[src/fog_map.svh]
`ifndef FOG_MAP_SVH
`define FOG_MAP_SVH
// register indices; byte address is four times the index
`define FOG_IDX_CLKDIV  5'h00
`define FOG_IDX_FLASH_STATUS_REGISTER   5'h01
`define FOG_IDX_CMD     5'h02
`define FOG_IDX_INTSTAT 5'h04
`define FOG_IDX_INTCLR  5'h05
`define FOG_IDX_INTEN   5'h06
`define FOG_IDX_VERSION 5'h07
`define FOG_IDX_RSV_C   5'h0C
`define FOG_IDX_RSV_D   5'h0D
`define FOG_IDX_OPTION  5'h0E
`define FOG_IDX_RSV_E   5'h10
`define FOG_IDX_RSV_F   5'h11
`define FOG_IDX_RSV_G   5'h13
// field positions
`define FOG_CLKDIV_LD_BIT  7
`define FOG_FLASH_STATUS_REGISTER_ACC_BIT  5
`define FOG_FLASH_STATUS_REGISTER_PV_BIT   4
`define FOG_FLASH_STATUS_REGISTER_SS_BIT   7
`define FOG_FLASH_STATUS_REGISTER_OPT_BIT  6
`define FOG_VER_NUM_MSB    3
`define FOG_VER_PRES_BIT   16
`define FOG_INT_DIVLD_BIT  0
`define FOG_INT_REFUSE_BIT 1
`define FOG_INT_START_BIT  2
// reset, option-fault and no-version values
`define FOG_RST_BYTE    8'h00
`define FOG_RST_INT     3'h0
`define FOG_OPT_FAULT   8'hFF
`define FOG_VER_NONE_LO 4'h0
`define FOG_VER_NONE_HI 4'hF
`endif

[src/fog_pkg.sv]
package fog_pkg;
  typedef enum logic [1:0] {
    FOG_ST_LOAD = 2'b01,
    FOG_ST_RUN  = 2'b10
  } fog_state_t;
  typedef logic [7:0] fog_byte_t;
endpackage

[src/fog_div_if.sv]
`timescale 1ns/1ps
interface fog_div_if #(parameter int DIV_W = 7);
  logic [DIV_W-1:0] divValue;
  logic             divLoaded;
  logic             tick;
  modport ctrl (output divValue, output divLoaded, input tick);
  modport div  (input divValue, input divLoaded, output tick);
endinterface

[src/fog_clk_div.sv]
`timescale 1ns/1ps
module fog_clk_div
  import fog_pkg::*;
#(
  parameter int DIV_W = 7
) (
  // clock and reset
  input  wire logic clk,
  input  wire logic rst_b,
  // divider link
  fog_div_if.div    dv
);
  logic [DIV_W-1:0] count;
  logic             tickQ;
  wire              wrap = (count >= dv.divValue);

  assign dv.tick = tickQ;

  // one enable pulse every divValue+1 bus clocks, silent until loaded
  always_ff @(posedge clk) begin
    if (!rst_b || !dv.divLoaded) begin
      count <= '0;
      tickQ <= 1'b0;
    end else begin
      count <= wrap ? '0 : count + 1'b1;
      tickQ <= wrap;
    end
  end
endmodule

[src/fog_flash_gate.sv]
// Behaviour
// - reserved factory-test registers read zero and ignore writes
// - option register is readable; writes to it are discarded
// - option register loads from nonvolatile option byte during reset sequence
// - double-bit fault on that read sets every option bit to one
// - mode input: 0 normal, 1 special; gates divider writes and commands
// - 16-bit version word, number in bits 3..0, bits 15..4 reserved
// - flash timing clock is the bus clock divided per divider register
// - writing the divider register sets the divider-loaded flag
// - divider-loaded flag reads zero until written after reset
// - program or erase launched without divider refused, access error set
`timescale 1ns/1ps
`include "fog_map.svh"
module fog_flash_gate
  import fog_pkg::*;
#(
  parameter int          DIV_W        = 7,
  parameter logic [15:0] VERSION_WORD = 16'h0002 // arbitrary value
) (
  // clock and reset
  input  wire logic        clk,
  input  wire logic        rst_b,
  // wishbone slave
  input  wire logic        wb_cyc_i,
  input  wire logic        wb_stb_i,
  input  wire logic        wb_we_i,
  input  wire logic [7:0]  wb_adr_i,
  input  wire logic [3:0]  wb_sel_i,
  input  wire logic [31:0] wb_dat_i,
  output logic             wb_ack_o,
  output logic      [31:0] wb_dat_o,
  // nonvolatile option fetch
  input  wire logic        nvReadDone,
  input  wire logic        nvDoubleFault,
  input  wire logic [7:0]  optionByteBits,
  // mode and controller events
  input  wire logic        specialModeInput,
  input  wire logic        protViolEvent,
  // controller side
  output logic             cmdStart,
  output logic      [7:0]  cmdCode,
  output logic             flashTimingTick,
  output logic      [7:0]  optionBits,
  output logic             accessErrorFlag,
  output logic             protectionViolationFlag,
  output logic             irq
);
  fog_div_if #(.DIV_W(DIV_W)) dv ();
  fog_clk_div #(.DIV_W(DIV_W)) uDiv (
    .clk   (clk),
    .rst_b (rst_b),
    .dv    (dv)
  );

  fog_state_t       state;
  logic [DIV_W-1:0] divValue;
  logic             divLoaded;
  logic [2:0]       intStatus;
  logic [2:0]       intEnable;

  assign dv.divValue  = divValue;
  assign dv.divLoaded = divLoaded;

  // codes that spend flash timing; all of them need the divider
  function automatic logic isProgErase(input logic [7:0] c);
    return (c == 8'h06) || (c == 8'h07) || (c == 8'h08) || (c == 8'h09) ||
           (c == 8'h0A) || (c == 8'h0B) || (c == 8'h11) || (c == 8'h12);
  endfunction

  function automatic logic cmdInMode(input logic [7:0] c, input logic ss);
    logic known;
    known = ((c >= 8'h01) && (c <= 8'h0E) && (c != 8'h05)) ||
            ((c >= 8'h10) && (c <= 8'h12));
    if (ss)
      return known && (c != 8'h0C);
    return known && (c != 8'h08) && (c != 8'h0B) && (c != 8'h0E);
  endfunction

  // bus decode; a write lands on the edge that samples ack high
  wire        busReq   = wb_cyc_i && wb_stb_i;
  wire [4:0]  idx      = wb_adr_i[6:2];
  wire        inRange  = (wb_adr_i[7] == 1'b0);
  wire        wrStrobe = busReq && wb_ack_o && wb_we_i && wb_sel_i[0] && inRange;
  wire        wrDiv    = wrStrobe && (idx == `FOG_IDX_CLKDIV);
  wire        wrStat   = wrStrobe && (idx == `FOG_IDX_FLASH_STATUS_REGISTER);
  wire        wrCmd    = wrStrobe && (idx == `FOG_IDX_CMD);
  wire        wrIntClr = wrStrobe && (idx == `FOG_IDX_INTCLR);
  wire        wrIntEn  = wrStrobe && (idx == `FOG_IDX_INTEN);
  wire [7:0]  wrByte   = wb_dat_i[7:0];

  // normal mode allows one divider write per reset, special mode any number
  wire        divAccept = wrDiv && (specialModeInput || !divLoaded);

  // command screening
  wire        cmdPE     = isProgErase(wrByte);
  wire        cmdBad    = (state != FOG_ST_RUN) ||
                          !cmdInMode(wrByte, specialModeInput) ||
                          (cmdPE && !divLoaded) ||
                          accessErrorFlag || protectionViolationFlag;
  wire        cmdRefuse = wrCmd && cmdBad;
  wire        cmdGo     = wrCmd && !cmdBad;

  wire        verPresent = (VERSION_WORD[3:0] != `FOG_VER_NONE_LO) &&
                           (VERSION_WORD[3:0] != `FOG_VER_NONE_HI);

  wire [6:0]  divPad   = 7'(divValue);
  wire [7:0]  divRead  = {divLoaded, divPad};
  wire [7:0]  statRead = {specialModeInput, state == FOG_ST_RUN,
                          accessErrorFlag, protectionViolationFlag, 4'h0};
  wire [31:0] verRead  = {15'h0000, verPresent, 12'h000,
                          VERSION_WORD[`FOG_VER_NUM_MSB:0]};

  // reserved factory-test slots fall through to zero
  wire [31:0] readWord =
    !inRange                       ? 32'h0000_0000 :
    (idx == `FOG_IDX_CLKDIV)       ? {24'h00_0000, divRead} :
    (idx == `FOG_IDX_FLASH_STATUS_REGISTER)        ? {24'h00_0000, statRead} :
    (idx == `FOG_IDX_INTSTAT)      ? {29'h0000_0000, intStatus} :
    (idx == `FOG_IDX_INTEN)        ? {29'h0000_0000, intEnable} :
    (idx == `FOG_IDX_VERSION)      ? verRead :
    (idx == `FOG_IDX_OPTION)       ? {24'h00_0000, optionBits} :
                                     32'h0000_0000;

  wire [2:0]  intEvents = {cmdGo, cmdRefuse, divAccept};
  // set wins over clear
  wire [2:0]  next_intStatus = (intStatus & ~(wrIntClr ? wrByte[2:0] : 3'h0)) | intEvents;
  wire [2:0]  next_intEnable = wrIntEn ? wrByte[2:0] : intEnable;
  wire        next_access_error_flag =
    (accessErrorFlag && !(wrStat && wrByte[`FOG_FLASH_STATUS_REGISTER_ACC_BIT])) || cmdRefuse;
  wire        next_pvFlag =
    (protectionViolationFlag && !(wrStat && wrByte[`FOG_FLASH_STATUS_REGISTER_PV_BIT])) || protViolEvent;

  // single-cycle ack, dropped the cycle after
  always_ff @(posedge clk) begin
    if (!rst_b) begin
      wb_ack_o <= 1'b0;
      wb_dat_o <= 32'h0000_0000;
    end else begin
      wb_ack_o <= busReq && !wb_ack_o;
      wb_dat_o <= (busReq && !wb_ack_o && !wb_we_i) ? readWord : 32'h0000_0000;
    end
  end

  // option fetch runs once after reset release; no path writes it later
  always_ff @(posedge clk) begin
    if (!rst_b) begin
      state      <= FOG_ST_LOAD;
      optionBits <= `FOG_RST_BYTE;
    end else begin
      unique case (state)
        FOG_ST_LOAD: begin
          if (nvReadDone) begin
            optionBits <= nvDoubleFault ? `FOG_OPT_FAULT : optionByteBits;
            state      <= FOG_ST_RUN;
          end
        end
        FOG_ST_RUN: begin
          state <= FOG_ST_RUN;
        end
      endcase
    end
  end

  always_ff @(posedge clk) begin
    if (!rst_b) begin
      divValue  <= '0;
      divLoaded <= 1'b0;
    end else if (divAccept) begin
      divValue  <= wrByte[DIV_W-1:0];
      divLoaded <= 1'b1;
    end
  end

  always_ff @(posedge clk) begin
    if (!rst_b) begin
      accessErrorFlag         <= 1'b0;
      protectionViolationFlag <= 1'b0;
      cmdStart                <= 1'b0;
      cmdCode                 <= `FOG_RST_BYTE;
    end else begin
      accessErrorFlag         <= next_access_error_flag;
      protectionViolationFlag <= next_pvFlag;
      cmdStart                <= cmdGo;
      if (cmdGo)
        cmdCode <= wrByte;
    end
  end

  always_ff @(posedge clk) begin
    if (!rst_b) begin
      intStatus       <= `FOG_RST_INT;
      intEnable       <= `FOG_RST_INT;
      irq             <= 1'b0;
      flashTimingTick <= 1'b0;
    end else begin
      intStatus       <= next_intStatus;
      intEnable       <= next_intEnable;
      irq             <= |(next_intStatus & next_intEnable);
      flashTimingTick <= dv.tick;
    end
  end

  // helper: cycles between divider ticks
  logic [DIV_W-1:0] tickGap;
  logic             gapValid;
  always_ff @(posedge clk) begin
    if (!rst_b || divAccept) begin
      tickGap  <= '0;
      gapValid <= 1'b0;
    end else begin
      tickGap  <= dv.tick ? '0 : tickGap + 1'b1;
      gapValid <= gapValid || dv.tick;
    end
  end

  wire rdRsv = wb_ack_o && !wb_we_i && inRange &&
               ((idx == `FOG_IDX_RSV_C) || (idx == `FOG_IDX_RSV_D) ||
                (idx == `FOG_IDX_RSV_E) || (idx == `FOG_IDX_RSV_F) ||
                (idx == `FOG_IDX_RSV_G));

  // read-side decode for the checks below
  wire rdAck = wb_ack_o && !wb_we_i && inRange;
  wire rdDiv = rdAck && (idx == `FOG_IDX_CLKDIV);
  wire rdOpt = rdAck && (idx == `FOG_IDX_OPTION);
endmodule

[config.mk]
export PLATFORM = sky130hd
export DESIGN_NAME = fog_flash_gate
export DESIGN_NICKNAME = d
export VERILOG_FILES = /design/src/fog_pkg.sv /design/src/fog_div_if.sv /design/src/fog_clk_div.sv /design/src/fog_flash_gate.sv
export VERILOG_INCLUDE_DIRS = /design/src /design/src/src
export SDC_FILE = /design/constraint.sdc
export NUM_CORES = 1
export LEC_CHECK = 0
export ABC_AREA = 1
export BUFFER_PORTS_ARGS = -buffer_cell sky130_fd_sc_hd__clkbuf_2
export CORE_MARGIN = 2
export CORE_UTILIZATION = 40
export CTS_CLUSTER_DIAMETER = 80
export DETAILED_ROUTE_END_ITERATION = 12
export PLACE_DENSITY_LB_ADDON = 0.08
export SYNTH_ARGS = -nofsm -noshare
export SYNTH_HDL_FRONTEND = slang
export SYNTH_SLANG_ARGS = --single-unit
[constraint.sdc]
create_clock -name clk -period 1.55 [get_ports clk]
set_input_delay 0.0775 -clock clk [delete_from_list [all_inputs] [get_ports clk]]
set_output_delay 0.0775 -clock clk [all_outputs]
set_load 0.01 [all_outputs]
Yosys cells after proc, flatten, opt, wreduce, memory -nomap -nowiden
Cells that the tools add are included.
- $add $sub $neg: 1
- order comparisons: 5
- equality and inequality tests: 24
- muxes and demuxes: 14
- bitwise gates (word level): 7
- reductions and logical operators: 58
- operator list (cell ; number):
    two-way mux 8 bit ; 6
    == test 8 x 4 -> 1 bit (second input constant) ; 4
    != test 8 x 4 -> 1 bit (second input constant) ; 4
    logical AND 1 bit ; 27
    == test 5 x 3 -> 1 bit (second input constant) ; 4
    two-way mux 17 bit ; 1
    == test 8 x 3 -> 1 bit (second input constant) ; 2
    == test 8 x 5 -> 1 bit (second input constant) ; 2
    logical OR 1 bit ; 16
    greater-or-equal comparator 8 x 1 -> 1 bit (second input constant) ; 1
    greater-or-equal comparator 8 x 5 -> 1 bit (second input constant) ; 1
    <= comparator 8 x 4 -> 1 bit (second input constant) ; 1
    <= comparator 8 x 5 -> 1 bit (second input constant) ; 1
    zero test 1 bit ; 8
    != test 8 x 3 -> 1 bit (second input constant) ; 1
    OR reduction 8 bit ; 1
    adder 7 x 1 -> 7 bit (second input constant) ; 1
    greater-or-equal comparator 7 bit ; 1
    OR reduction 7 bit ; 1
    bitwise AND 3 bit ; 2
    two-way mux 3 bit ; 2
    OR reduction 3 bit ; 2
    == test 5 x 1 -> 1 bit (second input constant) ; 1
    == test 5 x 2 -> 1 bit (second input constant) ; 1
    other kinds (13) ; 18
- flip-flop bits (word level): 78
- input port bits: 61
- output and inout bits: 54
- logic and storage cells: 127

Depth between registers and ports, before layout
- depth in word-level cells: 18
- gate-level depth with buffers: 13
- depth with buffers taken out: 12

By module
Synthesis repeated with hierarchy kept, for this count alone.
- cell total of the unflattened synthesis: 388
- area, all modules: 2815.2 um2
- modules (own cells, without submodules) (module ; instances ; cells an instance ; area each (um2) ; seq. area each (um2)):
    fog_flash_gate ; 1 ; 317 ; 2304.7 ; 940.9
    fog_clk_div ; 1 ; 71 ; 510.5 ; 160.2

Least setup slack after synthesis
No wires, ideal clock.
- path type: register to register
- start: register wb_ack_o
- end: register divValue[5], in the netlist divPad[5]
- library setup time: 0.118 ns
- data arrival time: 1.271 ns
- data required time: 1.432 ns
- path slack: 0.161 ns
- cell stages (with the launch flop): 9
- path buffers: 1
- period minus slack after synthesis: 1.389 ns
- cells stage by stage: dfxtp_1 -> inv_1 -> nor3_2 -> nand3_2 -> inv_2 -> o211ai_4 -> buf_6 -> o21ai_1 -> a21oi_1
- cells in the longest elaborated chain, start to end: 6
- RTL lines (what ; RTL line ; text):
    start: declaration ; fog_flash_gate.sv:30 ; output logic wb_ack_o,
    start signal: assignment ; fog_flash_gate.sv:139 ; wb_ack_o <= busReq && !wb_ack_o;
    logical AND 1 bit (4 in series) ; fog_flash_gate.sv:83 ; wire wrStrobe = busReq && wb_ack_o && wb_we_i && wb_sel_i[0] && inRange;
    logical AND 1 bit ; fog_flash_gate.sv:84 ; wire wrDiv = wrStrobe && (idx == `FOG_IDX_CLKDIV);
    logical AND 1 bit ; fog_flash_gate.sv:92 ; wire divAccept = wrDiv && (specialModeInput || !divLoaded);
    end signal: assignment ; fog_flash_gate.sv:169 ; divValue <= wrByte[DIV_W-1:0];
    end: declaration ; fog_flash_gate.sv:56 ; logic [DIV_W-1:0] divValue;
Every way passes these cells.
A chain may end at the register's enable or synchronous reset.

Worst setup path after layout
- start: register wb_ack_o
- end: register cmdCode[1]
- cells in the longest elaborated chain, start to end: 6
- RTL lines (what ; RTL line ; text):
    logical AND 1 bit (4 in series) ; fog_flash_gate.sv:83 ;
    logical AND 1 bit ; fog_flash_gate.sv:86 ; wire wrCmd = wrStrobe && (idx == `FOG_IDX_CMD);
    logical AND 1 bit ; fog_flash_gate.sv:101 ; wire cmdGo = wrCmd && !cmdBad;
    end signal: assignment ; fog_flash_gate.sv:179 ; cmdCode <= `FOG_RST_BYTE;
    end signal: assignment ; fog_flash_gate.sv:185 ; cmdCode <= wrByte;
    end: declaration ; fog_flash_gate.sv:41 ; output logic [7:0] cmdCode,
Every way passes these cells.

==> summary.md <==
| Metric | Value |
|---|---|
| Cell Area, Synth | 2820 µm² |
| CP Launch Type | flop |
| Via density per instance | ~4.5 |
| Syn avg cell area | between 7 and 8 µm² |
| Final Net Count | 521 |
| Initial antenna violation count | 0 |
| Synthesis-stage register bit count | 55 |
| Half-perimeter wire length after detailed placement | 5220 µm |
| Final critical-path required period | 1.49 ns |
| Area grow syn2layout | 23.5% |
| Initial core utilization | 41.5% |
| Max incr delay on CP | 0.36 ns |
| Largest net degree at the start of global routing | 19 |
| CP top delay family | simple AND/OR/NAND/NOR gates |
| Post-synth top area share | between 30% and 40% |
| Nature of the critical path endpoint | flop |
| Antenna cell count | 0 |
| Total of max-cap violations | 0 |
| ANT nets after route | 0 |
| Reg clk slew, reported paths | 0.11 ns |
| I/O Buffers | 62 |
| Die Y | just under 90 µm |
| Worst-skew pair later-pin latency | 0.31 ns |
| First-pass GRT wire length | between 10000 and 15000 µm |
| Die width | 87.9 µm |
| First-pass DRT Iterations | 4 |
| Setup CP Type | flop to flop |
| Reg power frac | 56.5% |
| Stages on the worst setup path | 7 |
| Final Wtd Congestion | 0.788 |
| Post-synth EDFFs | 0 |
| Post-synth top area cell | dfxtp_1 |
| Static leakage | 1.62 nW |
| Total track usage | 18.0% |
| Floorplan core area | 6790 µm² |
| DRC Markers | 0 |
| Hold Path Class | primary input to flop |
| Crit-path slowest cell | dfxtp_2 |
| Num rows | 30 |
| Final setup vio count | 0 |
| Share of layout cells above drive strength 1 | 29.8% |
| Final period util | 96.4% |
| Cells after Synth | 373 |
| CP required | about 1.8 ns |
| CTS Sinks | 55 |
| Peak Freq | between 0.6 and 0.7 GHz |
| Met3 usage | under 10% |
| VDD IR max | just under 0.4 mV |
| Top-Level Pins | 115 |
| Yosys cell types | 38 |
| Critical Path Fanout Max | 6 |
| TritonCTS Buffers | 5 |
| Most used DFF post-synth | dfxtp_1 |
| H-tree depth | 2 |
| Cell count of the worst reg-to-reg path | 7 |
| Register area share after synthesis | ~39% |
| Met1 Usage GRT | between 20 and 25% |
| Area contributors post-synth | dfxtp_1 (39%), nand2_1 (8.5%), inv_1 (6.9%) |
| Grt ovf | 0 |
| Cells on Worst Hold Path | 3 |
| CTS tree | built |
| DR vias | about 2500 |
| Max clock buf depth | 2 |
| Crit path DAT | 1.71 ns |
| Drt wl/cell | 12.5 µm |
| Buf/Inv on CP | 1 |
| Hold WS | 0.00637 ns |
| Clk pwr share | 32.1% |
| Die ar. | 7730 µm² |
| Final hold vios | 0 |
| Combinational Power Share | a little under an eighth |
| CP Cell Sequence | inv_2 -> nor3_4 -> nand3_4 -> nor3_4 -> nand3_4 -> nor2_4 -> nor2_2 |
| Met2 GRT Util | 29.6% |
| CTS Root Cell | clkbuf_8 |
| P_sw | between 700 and 800 µW |
| Worst Skew | 0.00680 ns |
| DRT iter0 DRCs | 79 |
| Final Max Slew Viols | 0 |
| Design Power | 2.56 mW |
| Vias in the first global route | between 2000 and 2500 |
| Drt total wl | 6840 µm |
| Pwr Density | 736 nW/µm² |
| Cts-stage hold buffer count | 0 |
| Internal power | ~1.9 mW |
| Ys async rst share | 0% |
| RSZ-0062 raised after global routing | true |
| Ys Warns | 0 |
| Run status | complete, no violations |
| Sw frac | 27.6% |
| Global-route layer with the greatest usage | met2 |
[routing by layer]
metal	vias up	share of wire, %
li1	1315	-
met1	1113	48
met2	57	47
met3	4	4.5
met4	0	0.64
met5	-	0
[state kept, by name, summed over array words and instances (netlist names)]
name / count
wb_dat_o: 9
cmdCode: 8
optionBits: 8
divPad: 7
uDiv.count: 7
intEnable: 3
intStatus: 3
state: 2
accessErrorFlag: 1
cmdStart: 1
divLoaded: 1
flashTimingTick: 1
irq: 1
protectionViolationFlag: 1
uDiv.dv.tick: 1
wb_ack_o: 1
[repair_timing]
item,in CTS,in global routing
pin swaps,0,11
cloned,0,2
endpoints found under the hold margin,0,0
setup endpoints to repair,2,24
setup buffers,0,6
gates resized for setup,2,33
[worst reg2reg max path, cell delays in order (launching register included)]
cell	delay, ns
dfxtp_2	0.36
inv_2	0.05
nor3_4	0.23
nand3_4	0.15
nor3_4	0.25
nand3_4	0.18
nor2_4	0.14
nor2_2	0.04
[cells by family (layout without fill, tap and decap cells)]
family	Yosys count	after routing	share of synthesized area (%)
AO/OA/AOI/OAI	54	55	12.3
XOR/XNOR	5	5	1.55
adder cells (fa/ha/maj)	8	8	3.55
buffers and inverters	90	146	15.6
flip-flops	55	55	39.1
other	1	23	0.133
AND/OR/NAND/NOR	160	161	27.8
[metrics by stage]
stage,std cells,setup WS (ns),area (µm²),util (%),setup TNS (ns)
global route,549,-0.0167,3480,51.2,-0.0426
finish,549,0.0560,3480,51.2,0
detailed placement,533,-0.0258,3200,47.0,-0.0392
CTS,541,-0.00133,3290,48.4,-0.00170
global placement,533,-0.0000228,3200,47.0,-0.0000228
floorplan,395,0.161,2900,-,0
[layout by cell type (no fill, tap or decap), drive strengths merged]
| master | instances |
|---|---|
| nor2 | 47 |
| clkinv | 2 |
| o21a | 1 |
| clkinvlp | 2 |
| buf | 17 |
| conb | 23 |
| nand4 | 5 |
| o221ai | 3 |
| a211oi | 7 |
| a221oi | 3 |
| dfxtp | 55 |
| inv | 58 |
| xnor2 | 2 |
| nand2 | 68 |
| o211ai | 3 |
| xor2 | 3 |
| ha | 8 |
| nor4 | 1 |
| clkbuf | 67 |
| o22ai | 1 |
| nand3 | 23 |
| nor3 | 11 |
| and3 | 3 |
| nand3b | 3 |
| a21oi | 19 |
| o21ai | 18 |
[power groups by stage]
stage                     Sequential (mW)  Combinational (mW)  Clock (mW)
after floorplan                      1.49               0.193           0
after global placement               1.48               0.274           0
after detailed placement             1.48               0.277           0
after CTS                            1.45               0.278       0.852
after global routing                 1.45               0.326       0.892
final                                1.45               0.292       0.821
[path summary, 6_finish.rpt]
check | slack [ns] | startpoint | endpoint
setup / recovery | 0.06 | wb_ack_o | cmdCode[1]
hold / removal | 0.006 | protViolEvent | protectionViolationFlag
setup reg to reg | 0.06 | wb_ack_o | cmdCode[1]
hold reg to reg | 0.44 | uDiv.dv.tick | flashTimingTick
[synthesized netlist by cell type (all sizes together) (4+ instances only)]
master / n
nand4: 5
buf: 27
a211oi: 7
inv: 59
dfxtp: 55
ha: 8
o21ai: 18
a21oi: 19
nor2: 47
clkbuf: 4
nand2: 68
nand3: 22
nor3: 11
[area by class of cell]
| class | count | area, µm² |
|---|---|---|
| Clock buffer | 5 | 68.8 |
| Clock inverter | 3 | 25.0 |
| Fill cell | 685 | 3310 |
| Inverter | 59 | 228 |
| Multi-Input combinational cell | 252 | 1500 |
| Sequential cell | 55 | 1100 |
| Tap cell | 96 | 120 |
| Timing Repair Buffer | 79 | 438 |
(Power assumes the default switching activity.)
